==> src/rtl/vrc_pkg.sv <==
// Purpose: constants and carrier types for the video dram random port controller
// Assumes: 100 MHz ref_clk, one clock domain
// Notes:   times are in ns as printed, refresh period in us, cycle counts derive from them
package vrc_pkg;
  localparam int CLK_NS          = 10;                         // ref_clk period
  localparam int ADDR_W          = 16;                         // word address width
  localparam int MUX_W           = 8;                          // shared address pins
  localparam int DATA_W          = 8;                          // word width
  localparam int ROWS            = 256;                        // rows to refresh
  // timing in ns, slowest grade figures
  localparam int T_RP_NS         = 70;                         // row_precharge_time
  localparam int T_RAS_NS        = 100;                        // row_strobe_min_width
  localparam int T_CAS_NS        = 25;                         // column_strobe_min_width
  localparam int T_RAH_NS        = 15;                         // row address hold
  localparam int T_RAC_NS        = 100;                        // access_from_row_strobe
  localparam int T_CAC_NS        = 25;                         // access_from_column_strobe
  localparam int T_OEA_NS        = 25;                         // access_from_output_enable
  localparam int T_CP_NS         = 15;                         // page column precharge
  localparam int T_CSR_NS        = 10;                         // cbr column setup
  localparam int T_REF_US        = 4000;                       // refresh period, 4 ms
  // cycle counts, least times rounded up
  localparam int C_RP  = (T_RP_NS  + CLK_NS - 1) / CLK_NS;
  localparam int C_RAS = (T_RAS_NS + CLK_NS - 1) / CLK_NS;
  localparam int C_CAS = (T_CAS_NS + CLK_NS - 1) / CLK_NS;
  localparam int C_RAH = (T_RAH_NS + CLK_NS - 1) / CLK_NS;
  localparam int C_ACC = (T_RAC_NS + CLK_NS - 1) / CLK_NS;
  localparam int C_OEA = (T_OEA_NS + CLK_NS - 1) / CLK_NS;
  localparam int C_CP  = (T_CP_NS  + CLK_NS - 1) / CLK_NS;
  localparam int C_CSR = (T_CSR_NS + CLK_NS - 1) / CLK_NS;
  // interval between distributed refreshes, longest time rounds down
  localparam int C_REF_GAP = (T_REF_US * 1000 / CLK_NS) / ROWS;
  localparam int CNT_W = 8;                                    // timer width

  // command encoding
  typedef enum logic [1:0] {
    VRC_OP_READ  = 2'b00,
    VRC_OP_WRITE = 2'b01,
    VRC_OP_RMW   = 2'b10
  } vrc_op_t;

  // request from user
  typedef struct packed {
    vrc_op_t             op;     // access kind
    logic [ADDR_W-1:0]   addr;   // row in upper byte, column in lower
    logic [DATA_W-1:0]   wdata;  // write data
    logic                masked; // use write mask
    logic [DATA_W-1:0]   mask;   // 1 = bit is written
    logic                page;   // keep row open for next same-row request
  } vrc_req_t;

  // pins toward the memory
  typedef struct packed {
    logic              ras_n;
    logic              cas_n;
    logic              write_mask_select_n;
    logic              transfer_output_enable_n;
    logic [MUX_W-1:0]  addr;
    logic [DATA_W-1:0] dq_out;
    logic              dq_oe;
  } vrc_pins_t;
endpackage : vrc_pkg

==> src/rtl/vrc_ctrl.sv <==
// Purpose: host controller for the random port of a 64K x 8 dual-port video dram
// Assumes: dq input synchronous to ref_clk; one request at a time
// Notes:   refresh is distributed cas-before-ras, one row per interval
// Function
// RL1: memory holds 64K eight-bit words
// RL2: row byte then column byte on pins
// RL3: row strobe first, then column address, cas
// RL4: both strobes high ends cycle; precharge
// RL5: never abort before minimum strobe widths
// RL6: write enable high throughout means read
// RL7: access timed from row strobe normally
// RL8: data only while output enable low
// RL9: early write keeps outputs high impedance
// RL10: late write gives read-modify-write
// RL11: read holds write enable after strobes
// RL12: write data valid by later falling edge
// RL13: page mode: row held, columns repeat
// RL14: write enable low at ras latches mask
// RL15: mask zero blocks, one allows bit
// RL16: mask valid for one cycle only
// RL17: strobes and output enable high at power-up
// RL18: device data pins high impedance after power-up
// RL19: outputs off while cas or oe high
// RL20: refresh all 256 rows every 4 ms
// RL21: cas before ras refreshes counter row
`timescale 1ns/100ps
module vrc_ctrl #(
  parameter int REF_GAP = vrc_pkg::C_REF_GAP  // cycles between refresh rows
) (
  input  wire logic                             ref_clk,
  input  wire logic                             rst,
  input  wire vrc_pkg::vrc_req_t                req,
  input  wire logic                             req_valid,
  output logic                                  req_ready,
  output logic [vrc_pkg::DATA_W-1:0]            rdata,
  output logic                                  rdata_valid,
  output vrc_pkg::vrc_pins_t                    pins,
  input  wire logic [vrc_pkg::DATA_W-1:0]       dq_in
);
  // controller states
  typedef enum logic [3:0] {
    S_INIT   = 4'b0000,  // power-up precharge
    S_IDLE   = 4'b0001,
    S_ROW    = 4'b0010,  // ras low, row address held
    S_COL    = 4'b0011,  // column address set up
    S_CAS    = 4'b0100,  // cas low, access
    S_WLATE  = 4'b0101,  // rmw: late write enable
    S_CUP    = 4'b0110,  // cas high, page precharge
    S_PRE    = 4'b0111,  // ras precharge
    S_CBR    = 4'b1000,  // cbr: cas low before ras
    S_CBR_R  = 4'b1001   // cbr: ras low
  } vrc_state_t;

  vrc_state_t            state_r;        // current state
  vrc_pkg::vrc_req_t     cur_r;          // active request
  logic [vrc_pkg::CNT_W-1:0] tmr_r;      // state timer
  logic [vrc_pkg::CNT_W-1:0] ras_tmr_r;  // cycles since ras fell
  logic [31:0]           ref_cnt_r;      // refresh interval counter
  logic                  ref_due_r;      // refresh pending
  logic                  wrote_r;        // write phase of rmw done
  logic                  page_hit;       // next request stays in open row

  // a page continues only with same row and page asked for; a mask is
  // latched only at the row strobe fall, so masked work never joins a page
  assign page_hit  = req_valid && cur_r.page && !cur_r.masked && !req.masked &&
                     (req.addr[15:8] == cur_r.addr[15:8]) && !ref_due_r; // RL13
  assign req_ready = (state_r == S_IDLE && !ref_due_r) ||
                     (state_r == S_CUP && tmr_r == '0 && page_hit);

  // refresh interval timer, sets pending flag, set wins over clear
  always_ff @(posedge ref_clk or posedge rst) begin
    if (rst) begin
      ref_cnt_r <= '0;
      ref_due_r <= 1'b0;
    end else begin
      if (ref_cnt_r == 32'(REF_GAP - 1)) begin
        ref_cnt_r <= '0;
        ref_due_r <= 1'b1;                        // RL20
      end else begin
        ref_cnt_r <= ref_cnt_r + 32'd1;
        if (state_r == S_CBR) ref_due_r <= 1'b0;
      end
    end
  end

  // time since ras fell, guards the minimum row strobe width
  always_ff @(posedge ref_clk or posedge rst) begin
    if (rst) begin
      ras_tmr_r <= '0;
    end else if (pins.ras_n) begin
      ras_tmr_r <= '0;
    end else if (ras_tmr_r != '1) begin
      ras_tmr_r <= ras_tmr_r + 1'b1;
    end
  end

  // main sequencer driving the pins
  always_ff @(posedge ref_clk or posedge rst) begin
    if (rst) begin
      state_r     <= S_INIT;
      tmr_r       <= vrc_pkg::CNT_W'(vrc_pkg::C_RP);
      cur_r       <= '0;
      wrote_r     <= 1'b0;
      rdata       <= '0;
      rdata_valid <= 1'b0;
      pins.ras_n  <= 1'b1;                        // RL17
      pins.cas_n  <= 1'b1;
      pins.write_mask_select_n      <= 1'b1;
      pins.transfer_output_enable_n <= 1'b1;      // RL17
      pins.addr   <= '0;
      pins.dq_out <= '0;
      pins.dq_oe  <= 1'b0;                        // RL18
    end else begin
      rdata_valid <= 1'b0;
      if (tmr_r != '0) tmr_r <= tmr_r - 1'b1;
      unique case (state_r)
        // hold strobes, write enable and output enable high through the first precharge
        S_INIT: begin
          if (tmr_r == '0) state_r <= S_IDLE;
        end
        // pick refresh first, then a request
        S_IDLE: begin
          if (ref_due_r) begin
            pins.cas_n <= 1'b0;                   // RL21
            tmr_r      <= vrc_pkg::CNT_W'(vrc_pkg::C_CSR);
            state_r    <= S_CBR;
          end else if (req_valid) begin
            cur_r      <= req;
            pins.addr  <= req.addr[15:8];         // RL2
            pins.ras_n <= 1'b0;                   // RL3
            // write enable low at ras selects masked write
            pins.write_mask_select_n <= !(req.masked && req.op != vrc_pkg::VRC_OP_READ); // RL14
            pins.dq_out <= req.mask;              // RL15
            pins.dq_oe  <= req.masked && req.op != vrc_pkg::VRC_OP_READ;
            tmr_r      <= vrc_pkg::CNT_W'(vrc_pkg::C_RAH);
            state_r    <= S_ROW;
          end
        end
        // after row hold, present column and data
        S_ROW: begin
          if (tmr_r == '0) begin
            pins.addr   <= cur_r.addr[7:0];       // RL3
            pins.dq_oe  <= 1'b0;
            pins.write_mask_select_n <= 1'b1;     // RL6
            if (cur_r.op == vrc_pkg::VRC_OP_WRITE) begin
              pins.dq_out <= cur_r.wdata;         // RL12
              pins.dq_oe  <= 1'b1;
              pins.write_mask_select_n <= 1'b0;   // RL9
            end else begin
              pins.transfer_output_enable_n <= 1'b0; // RL8
            end
            state_r <= S_COL;
          end
        end
        // column strobe; timer covers access, cas width and oe access
        S_COL: begin
          pins.cas_n <= 1'b0;                     // RL3
          tmr_r   <= vrc_pkg::CNT_W'(vrc_pkg::C_ACC > vrc_pkg::C_CAS + vrc_pkg::C_OEA ?
                     vrc_pkg::C_ACC : vrc_pkg::C_CAS + vrc_pkg::C_OEA); // RL7
          wrote_r <= 1'b0;
          state_r <= S_CAS;
        end
        // wait access; sample read data, rmw goes on to late write
        S_CAS: begin
          if (tmr_r == '0 && ras_tmr_r >= vrc_pkg::CNT_W'(vrc_pkg::C_RAS)) begin // RL5
            if (cur_r.op != vrc_pkg::VRC_OP_WRITE) begin
              rdata       <= dq_in;
              rdata_valid <= 1'b1;
            end
            if (cur_r.op == vrc_pkg::VRC_OP_RMW) begin
              pins.transfer_output_enable_n <= 1'b1;  // RL19
              pins.dq_out <= cur_r.wdata;
              tmr_r   <= 8'd1;
              state_r <= S_WLATE;                 // RL10
            end else begin
              // write enable stays high past cas rise on reads
              pins.cas_n <= 1'b1;                 // RL11
              pins.transfer_output_enable_n <= 1'b1;
              pins.dq_oe <= 1'b0;
              pins.write_mask_select_n <= 1'b1;
              tmr_r   <= vrc_pkg::CNT_W'(vrc_pkg::C_CP);
              state_r <= S_CUP;
            end
          end
        end
        // once outputs turn off, drive data and pulse write enable together
        S_WLATE: begin
          if (!wrote_r && tmr_r == '0) begin
            pins.dq_oe <= 1'b1;
            pins.write_mask_select_n <= 1'b0;     // RL12
            tmr_r   <= vrc_pkg::CNT_W'(vrc_pkg::C_CAS);
            wrote_r <= 1'b1;
          end else if (wrote_r && tmr_r == '0) begin
            pins.cas_n <= 1'b1;
            pins.dq_oe <= 1'b0;
            pins.write_mask_select_n <= 1'b1;
            tmr_r   <= vrc_pkg::CNT_W'(vrc_pkg::C_CP);
            state_r <= S_CUP;
          end
        end
        // cas precharged; continue the page or close the row
        S_CUP: begin
          if (tmr_r == '0) begin
            if (page_hit && !cur_r.masked) begin
              cur_r     <= req;
              cur_r.masked <= 1'b0;               // RL16
              pins.addr <= req.addr[7:0];         // RL13
              if (req.op == vrc_pkg::VRC_OP_WRITE) begin
                pins.dq_out <= req.wdata;
                pins.dq_oe  <= 1'b1;
                pins.write_mask_select_n <= 1'b0;
              end else begin
                pins.transfer_output_enable_n <= 1'b0;
              end
              state_r <= S_COL;
            end else begin
              pins.ras_n <= 1'b1;                 // RL4
              tmr_r   <= vrc_pkg::CNT_W'(vrc_pkg::C_RP);
              state_r <= S_PRE;
            end
          end
        end
        // row precharge before anything new
        S_PRE: begin
          if (tmr_r == '0) state_r <= S_IDLE;     // RL4
        end
        // cas setup before ras in refresh
        S_CBR: begin
          if (tmr_r == '0) begin
            pins.ras_n <= 1'b0;                   // RL21
            tmr_r   <= vrc_pkg::CNT_W'(vrc_pkg::C_RAS);
            state_r <= S_CBR_R;
          end
        end
        // hold ras minimum width, then release both strobes
        S_CBR_R: begin
          if (tmr_r == '0) begin
            pins.ras_n <= 1'b1;                   // RL5
            pins.cas_n <= 1'b1;
            tmr_r   <= vrc_pkg::CNT_W'(vrc_pkg::C_RP);
            state_r <= S_PRE;
          end
        end
        default: state_r <= S_INIT;
      endcase
    end
  end
endmodule : vrc_ctrl

==> config.mk <==
export PLATFORM = sky130hd
export DESIGN_NAME = vrc_ctrl
export DESIGN_NICKNAME = d
export VERILOG_FILES = /design/src/rtl/vrc_pkg.sv /design/src/rtl/vrc_ctrl.sv
export SDC_FILE = /design/constraint.sdc
export NUM_CORES = 1
export LEC_CHECK = 0
export BUFFER_PORTS_ARGS = -buffer_cell sky130_fd_sc_hd__buf_2
export CAP_MARGIN = 40
export CORE_MARGIN = 2
export CORE_UTILIZATION = 40
export DETAILED_ROUTE_END_ITERATION = 10
export PLACE_DENSITY_LB_ADDON = 0.05
export SETUP_SLACK_MARGIN = 0.3
export SYNTH_ARGS = -nofsm -noshare
export SYNTH_HDL_FRONTEND = slang
export SYNTH_SLANG_ARGS = --single-unit
==> constraint.sdc <==
create_clock -name ref_clk -period 7.6 [get_ports ref_clk]
set_input_delay 0.76 -clock ref_clk [delete_from_list [all_inputs] [get_ports ref_clk]]
set_output_delay 0.76 -clock ref_clk [all_outputs]
set_load 0.03 [all_outputs]
* Yosys cells after proc, flatten, opt, wreduce, memory -nomap -nowiden *
Index checks and enable logic that the tools add are counted.

cells by class
  order comparisons = 1
  multiplexer cells = 77
  equality and inequality tests = 38
  reduce and logical (&&, ||, !) cells = 44
  add/sub/neg operators = 3

operator list
  kind                                                               count
  36-bit two-way mux                                                 4
  8-bit two-way mux                                                  13
  36-bit one-hot mux with 2 select lines                             1
  19-bit two-way mux                                                 3
  8-bit one-hot mux with 7 select lines                              1
  4-bit two-way mux                                                  10
  4-bit one-hot mux with 9 select lines                              1
  17-bit two-way mux                                                 2
  32-bit by 1-bit adder with 32-bit output, second input constant    1
  32-bit by 11-bit == test with 1-bit output, second input constant  1
  32-bit two-way mux                                                 1
  8-bit one-hot mux with 4 select lines                              1
  2-bit != test, second input constant                               15
  9-bit two-way mux                                                  3
  8-bit one-hot mux with 3 select lines                              1
  1-bit two-way mux                                                  23
  7-bit AND reduction                                                3
  10-bit AND reduction                                               2
  4-bit by 3-bit == test with 1-bit output, second input constant    4
  1-bit one-hot mux with 5 select lines                              3
  1-bit logical AND                                                  13
  2-bit by 1-bit != test with 1-bit output, second input constant    6
  2-bit two-way mux                                                  5
  2-bit nonzero test                                                 5
  29 further kinds                                                   41

word-level totals
  output and inout port bits = 31
  input port bits = 47
  bits in registers = 112
  word-level logic and storage cells = 183

* Depth between registers and ports, before layout *
  depth in word-level cells = 9
  gate-level depth with buffers = 13
  mapped depth without buffers = 12

* Worst setup path after synthesis *
OpenSTA, ideal clock, no wires.

  kind = input port to output port
  start = in req[32] in the netlist's numbering
  end = out req_ready
  arrival time = 2.126 ns
  path slack = 4.714 ns
  buffers on the path = 0
  required time = 6.840 ns
  stages = 6
  cells stage by stage = xnor2_1 -> nand4_1 -> or3_1 -> nor2_4 -> a31oi_1 -> nor2_1

on the way
  longest elaborated chain between the ends = 5

ends and longest elaborated chain
  what                RTL line        text
  start: declaration  vrc_ctrl.sv:32  input wire vrc_pkg::vrc_req_t req,
  8-bit == test       vrc_ctrl.sv:66  (req.addr[15:8] == cur_r.addr[15:8]) && !ref_due_r;
  1-bit logical AND   vrc_ctrl.sv:65  assign page_hit = req_valid && cur_r.page && !cur_r.masked && !req.masked &&
  1-bit logical AND   vrc_ctrl.sv:66
  1-bit logical AND   vrc_ctrl.sv:68  (state_r == S_CUP && tmr_r == '0 && page_hit);
  1-bit logical OR    vrc_ctrl.sv:67  assign req_ready = (state_r == S_IDLE && !ref_due_r) ||
  end: declaration    vrc_ctrl.sv:34  output logic req_ready,

Every way passes these cells.

* Worst setup path after layout *
  start = reg tmr_r[0] in the netlist's numbering
  end = out req_ready

on the way
  longest elaborated chain between the ends = 4

ends and longest elaborated chain
  what                            RTL line         text
  start: declaration              vrc_ctrl.sv:56   logic [vrc_pkg::CNT_W-1:0] tmr_r;
  start signal: assignment        vrc_ctrl.sv:101  tmr_r <= vrc_pkg::CNT_W'(vrc_pkg::C_RP);
  start signal: assignment        vrc_ctrl.sv:115  if (tmr_r != '0) tmr_r <= tmr_r - 1'b1;
  start signal: assignment        vrc_ctrl.sv:125  tmr_r <= vrc_pkg::CNT_W'(vrc_pkg::C_CSR);
  8-bit zero test                 vrc_ctrl.sv:68
  1-bit logical AND (2 in a row)  vrc_ctrl.sv:68
  1-bit logical OR                vrc_ctrl.sv:67

Every way passes these cells.

==> metrics.txt <==
# TYPE chip_impl_metric gauge
chip_impl_info{name="hold_path_class",value="input pin to asynchronous set/reset pin"} 1
chip_impl_metric{name="grt_first_pass_wirelength",unit="mm"} 23.0
chip_impl_metric{name="worst_ir_drop_vdd",unit="mV"} 0.0875
chip_impl_metric{name="num_rows",unit=""} 44
chip_impl_metric{name="initial_drt_markers",unit=""} 265
chip_impl_metric{name="synthToLayoutAreaGrowth",unit="%"} 14.4
chip_impl_info{name="worstSetupEndpointType",value="primary output"} 1
chip_impl_metric{name="register_area",unit="mm^2"} 0.00281
chip_impl_metric{name="utilization",unit="%"} 47.0
chip_impl_metric{name="worst_skew_pair.late_latency",unit="ns"} 0.36
chip_impl_metric{name="vias",unit=""} 4459
chip_impl_metric{name="clock_skew",unit="ns"} 0.00852
chip_impl_metric{name="ys_warn_count",unit=""} 0
chip_impl_metric{name="timing.critical_path.arrival",unit="ns"} 2.52
chip_impl_metric{name="start_util",unit="%"} 41.1
chip_impl_info{name="startpoint_type",value="flip-flop"} 1
chip_impl_metric{name="period_share",unit="%"} 43.1
chip_impl_metric{name="synth_edf_count",unit=""} 0
chip_impl_metric{name="detail_route.first_pass.iterations",unit=""} 5
chip_impl_metric{name="yosysSeqAreaShare",unit="%"} 46.9
chip_impl_metric{name="leakage",unit="nW"} 3.11
chip_impl_metric{name="worst_slew_pin_slew",unit="ns"} 0.875
chip_impl_metric{name="tns",unit="ns"} 0
chip_impl_metric{name="weighted_congestion_at_the_end_of_routability_driven_global_placement",unit=""} 0.839
chip_impl_metric{name="synth.ff_latch_count",unit=""} 112
chip_impl_metric{name="totalWireLength",unit="mm"} 13.5
chip_impl_info{name="grt_most_used_layer",value="met2"} 1
chip_impl_metric{name="syn-mean-instance-area",unit="um^2"} 10.7
chip_impl_metric{name="finalNetCount",unit=""} 686
chip_impl_metric{name="insertedDiodeCount",unit=""} 0
chip_impl_metric{name="pin_count_of_the_biggest_net_entering_global_routing",unit=""} 44
chip_impl_metric{name="maxSlewHeadroom",unit="%"} 41.2
chip_impl_metric{name="cts_buffer_depth",unit=""} 2
chip_impl_metric{name="final_layout_size_suffix_gt1_share",unit="%"} 27.6
chip_impl_metric{name="cts_num_sinks",unit=""} 112
chip_impl_metric{name="numCtsBuffers",unit=""} 9
chip_impl_metric{name="gr-usage-met2",unit="%"} 27.2
chip_impl_metric{name="die_height",unit="um"} 126
chip_impl_metric{name="synth_cell_types",unit=""} 80
chip_impl_metric{name="first_global_vias",unit=""} 4444
chip_impl_metric{name="layout.filler_cells",unit=""} 1385
chip_impl_metric{name="maximum_level_of_the_cts_h_tree",unit=""} 3
chip_impl_info{name="setup.worst_path.class",value="flip-flop to primary output"} 1
chip_impl_metric{name="die-area",unit="mm^2"} 0.0160
chip_impl_metric{name="syn-num-nets",unit=""} 613
chip_impl_metric{name="timing.critical_path.slowest_cell_delay",unit="ns"} 0.39
chip_impl_metric{name="report.final.hold_viol_count",unit=""} 0
chip_impl_metric{name="cts_post_setup_buffers_inserted",unit=""} 0
chip_impl_metric{name="coreArea",unit="mm^2"} 0.0146
chip_impl_metric{name="drt_drc_violations_left",unit=""} 0
chip_impl_info{name="crit_family",value="simple AND/OR/NAND/NOR gates"} 1
chip_impl_metric{name="cts_hold_buffers",unit=""} 0
chip_impl_metric{name="grt.overflow.total",unit=""} 0
chip_impl_metric{name="dp_hpwl",unit="mm"} 9.58
chip_impl_info{name="ys.flop_type",value="dfrtp_1"} 1
chip_impl_metric{name="gr-usage-met1",unit="%"} 25.5
chip_impl_metric{name="cts.repair.resized",unit=""} 0
chip_impl_metric{name="die_width",unit="um"} 126
chip_impl_metric{name="setup-violations-final",unit=""} 0
chip_impl_metric{name="report.final.slew_viol_count",unit=""} 0
chip_impl_info{name="cts_tree",value="yes"} 1
chip_impl_info{name="rsz_0062_raised_after_global_routing",value="no"} 1
chip_impl_metric{name="vias_per_inst",unit=""} 5.43
chip_impl_metric{name="async_reset_ff_share",unit="%"} 100
chip_impl_metric{name="timing.fmax",unit="MHz"} 305
chip_impl_metric{name="top_level_ports",unit=""} 78
chip_impl_metric{name="antenna_found_initial",unit=""} 0
chip_impl_info{name="status",value="complete, no violations"} 1
chip_impl_metric{name="gr-usage-all-layers",unit="%"} 17.7
chip_impl_metric{name="powerDensity",unit="mW/mm^2"} 167
chip_impl_metric{name="final.hold.worst_slack",unit="ns"} 0.452
chip_impl_metric{name="cp.buffers_inverters",unit=""} 3
chip_impl_info{name="slowest_stage",value="dfstp_2"} 1
chip_impl_info{name="critical_path.cell_chain",value="inv_1, ha_1, nor4b_4, and2_4, inv_4, nor2_4, a31oi_1, nor2_1, buf_2"} 1
chip_impl_metric{name="drt.antenna.violating_nets",unit=""} 0
chip_impl_metric{name="timing.final.crit_period",unit="ns"} 3.28
chip_impl_metric{name="multi_input_area",unit="mm^2"} 0.00296
chip_impl_metric{name="global_routing_met3_resource_utilization",unit="%"} 2.91
chip_impl_metric{name="max_cap_violations",unit=""} 0
chip_impl_metric{name="post_drt_wl_per_cell",unit="um"} 16.5
chip_impl_info{name="cts_root_buf",value="clkbuf_16"} 1
chip_impl_metric{name="clk_transition_reported_paths",unit="ns"} 0.07
chip_impl_metric{name="crit_fanout",unit=""} 14
chip_impl_metric{name="io_port_bufs",unit=""} 77
chip_impl_metric{name="worstPathRequired",unit="ns"} 6.84
chip_impl_metric{name="synthesis.instances",unit=""} 559
chip_impl_metric{name="post_syn_area",unit="mm^2"} 0.00599
## metrics by stage
step / power, W / setup WS [ns] / cells / cell area [um^2]
after floorplan: 0.000656 / 3.89 / 559 / 5990
after global placement: 0.000681 / 4.52 / 802 / 6510
after detailed placement: 0.000683 / 4.50 / 805 / 6570
after CTS: 0.00117 / 4.30 / 821 / 6860
after global routing: 0.00120 / 4.15 / 821 / 6860
final: 0.00115 / 4.32 / 821 / 6860
## synthesized netlist by cell type (all sizes together), types with 5 or more instances
library cell / number / area [um^2]
nor4: 6 / 58.8
nand2: 38 / 145
clkbuf: 9 / 33.8
dfstp: 7 / 184
nor3: 18 / 133
xnor2: 30 / 263
nand3: 16 / 85.1
nor2: 52 / 210
nor2b: 6 / 40.0
buf: 14 / 103
a31oi: 8 / 50.1
o21ai: 19 / 98.8
mux2i: 18 / 180
nand4: 14 / 109
and3: 7 / 43.8
inv: 20 / 77.6
ha: 7 / 87.6
xor2: 15 / 131
o22ai: 5 / 45.0
a21oi: 31 / 166
mux2: 47 / 533
a222oi: 8 / 80.1
dfrtp: 105 / 2630
nand2b: 10 / 70.1
## placed cells by master (no fill, tap or decap), types with 7 or more instances in the layout
cell and instances:
dfrtp_1 105, buf_2 77, nor2_1 50, mux2_2 41, nand2_1 37, xnor2_1 30, a21oi_1 30, inv_1 18
mux2i_1 18, o21ai_0 17, nand3_1 15, xor2_1 15, nand4_1 12, nor3_1 12, nand2b_1 9, clkbuf_16 9
a222oi_1 8, a31oi_1 8, and3_1 7, ha_1 7, dfstp_2 7
## state kept, by name, summed over array words and instances, names as in the netlist
| signal | count |
|---|---|
| tmr_r | 8 |
| ref_cnt_r | 32 |
| ref_due_r | 1 |
| rdata | 8 |
| rdata_valid | 1 |
| wrote_r | 1 |
| ras_tmr_r | 8 |
| state_r | 4 |
| cur_r | 28 |
| pins | 21 |
## final timing paths
check / startpoint / to / slack [ns] / cells past startpoint
worst min-delay path: rst / rdata_valid / 0.45 / 2
min in group ref_clk: pins[18] / pins[18] / 0.47 / 2
worst max register to register: tmr_r[0] / cur_r[0] / 4.89 / 9
worst min register to register: pins[18] / pins[18] / 0.47 / 2
worst max-delay path: tmr_r[0] / req_ready / 4.32 / 9
max in group asynchronous: rst / pins[20] / 5.99 / 4
## metal layers
layer	part of all wire (%)	vias up
met5	0	-
met2	46	112
met4	1.4	0
met3	4.7	12
li1	-	2167
met1	48	2168
## worst reg2reg max path, stage by stage, from the launching register on
cell and delay [ns]:
dfstp_2 0.56, inv_1 0.10, ha_1 0.27, nor4b_4 0.17, and2_4 0.22, inv_4 0.19
nor2_4 0.07, a21oi_4 0.48, buf_16 0.23, mux2_2 0.34
## final cells by class
class                   instances  share of cell area, %
multi-input cells             403                   43.2
flip-flops and latches        112                   41.0
repair buffers                 85                   6.97
clock buffers                  12                   3.45
well taps                     184                   3.36
inverters                      21                   1.22
clock inverters                 4                  0.785
## kinds of logic (layout without fill, tap and decap cells)
| kind of cell | Yosys count | after routing | share of synthesized area, % |
|---|---|---|---|
| adder cells (fa/ha/maj) | 7 | 7 | 1.46 |
| multiplexers | 65 | 65 | 11.9 |
| buffers and inverters | 44 | 122 | 3.63 |
| XOR/XNOR | 45 | 45 | 6.58 |
| AO/OA/AOI/OAI | 99 | 99 | 11.6 |
| AND/OR/NAND/NOR | 187 | 187 | 17.9 |
| flip-flops | 112 | 112 | 46.9 |
## power by group
group | internal (W) | switching (W) | leakage, nW
Combinational | 0.0000262 | 0.0000334 | 1.55
Sequential | 0.000605 | 0.00000503 | 1.42
Clock | 0.000258 | 0.000218 | 0.139
Power figures use the tool's default switching activity.
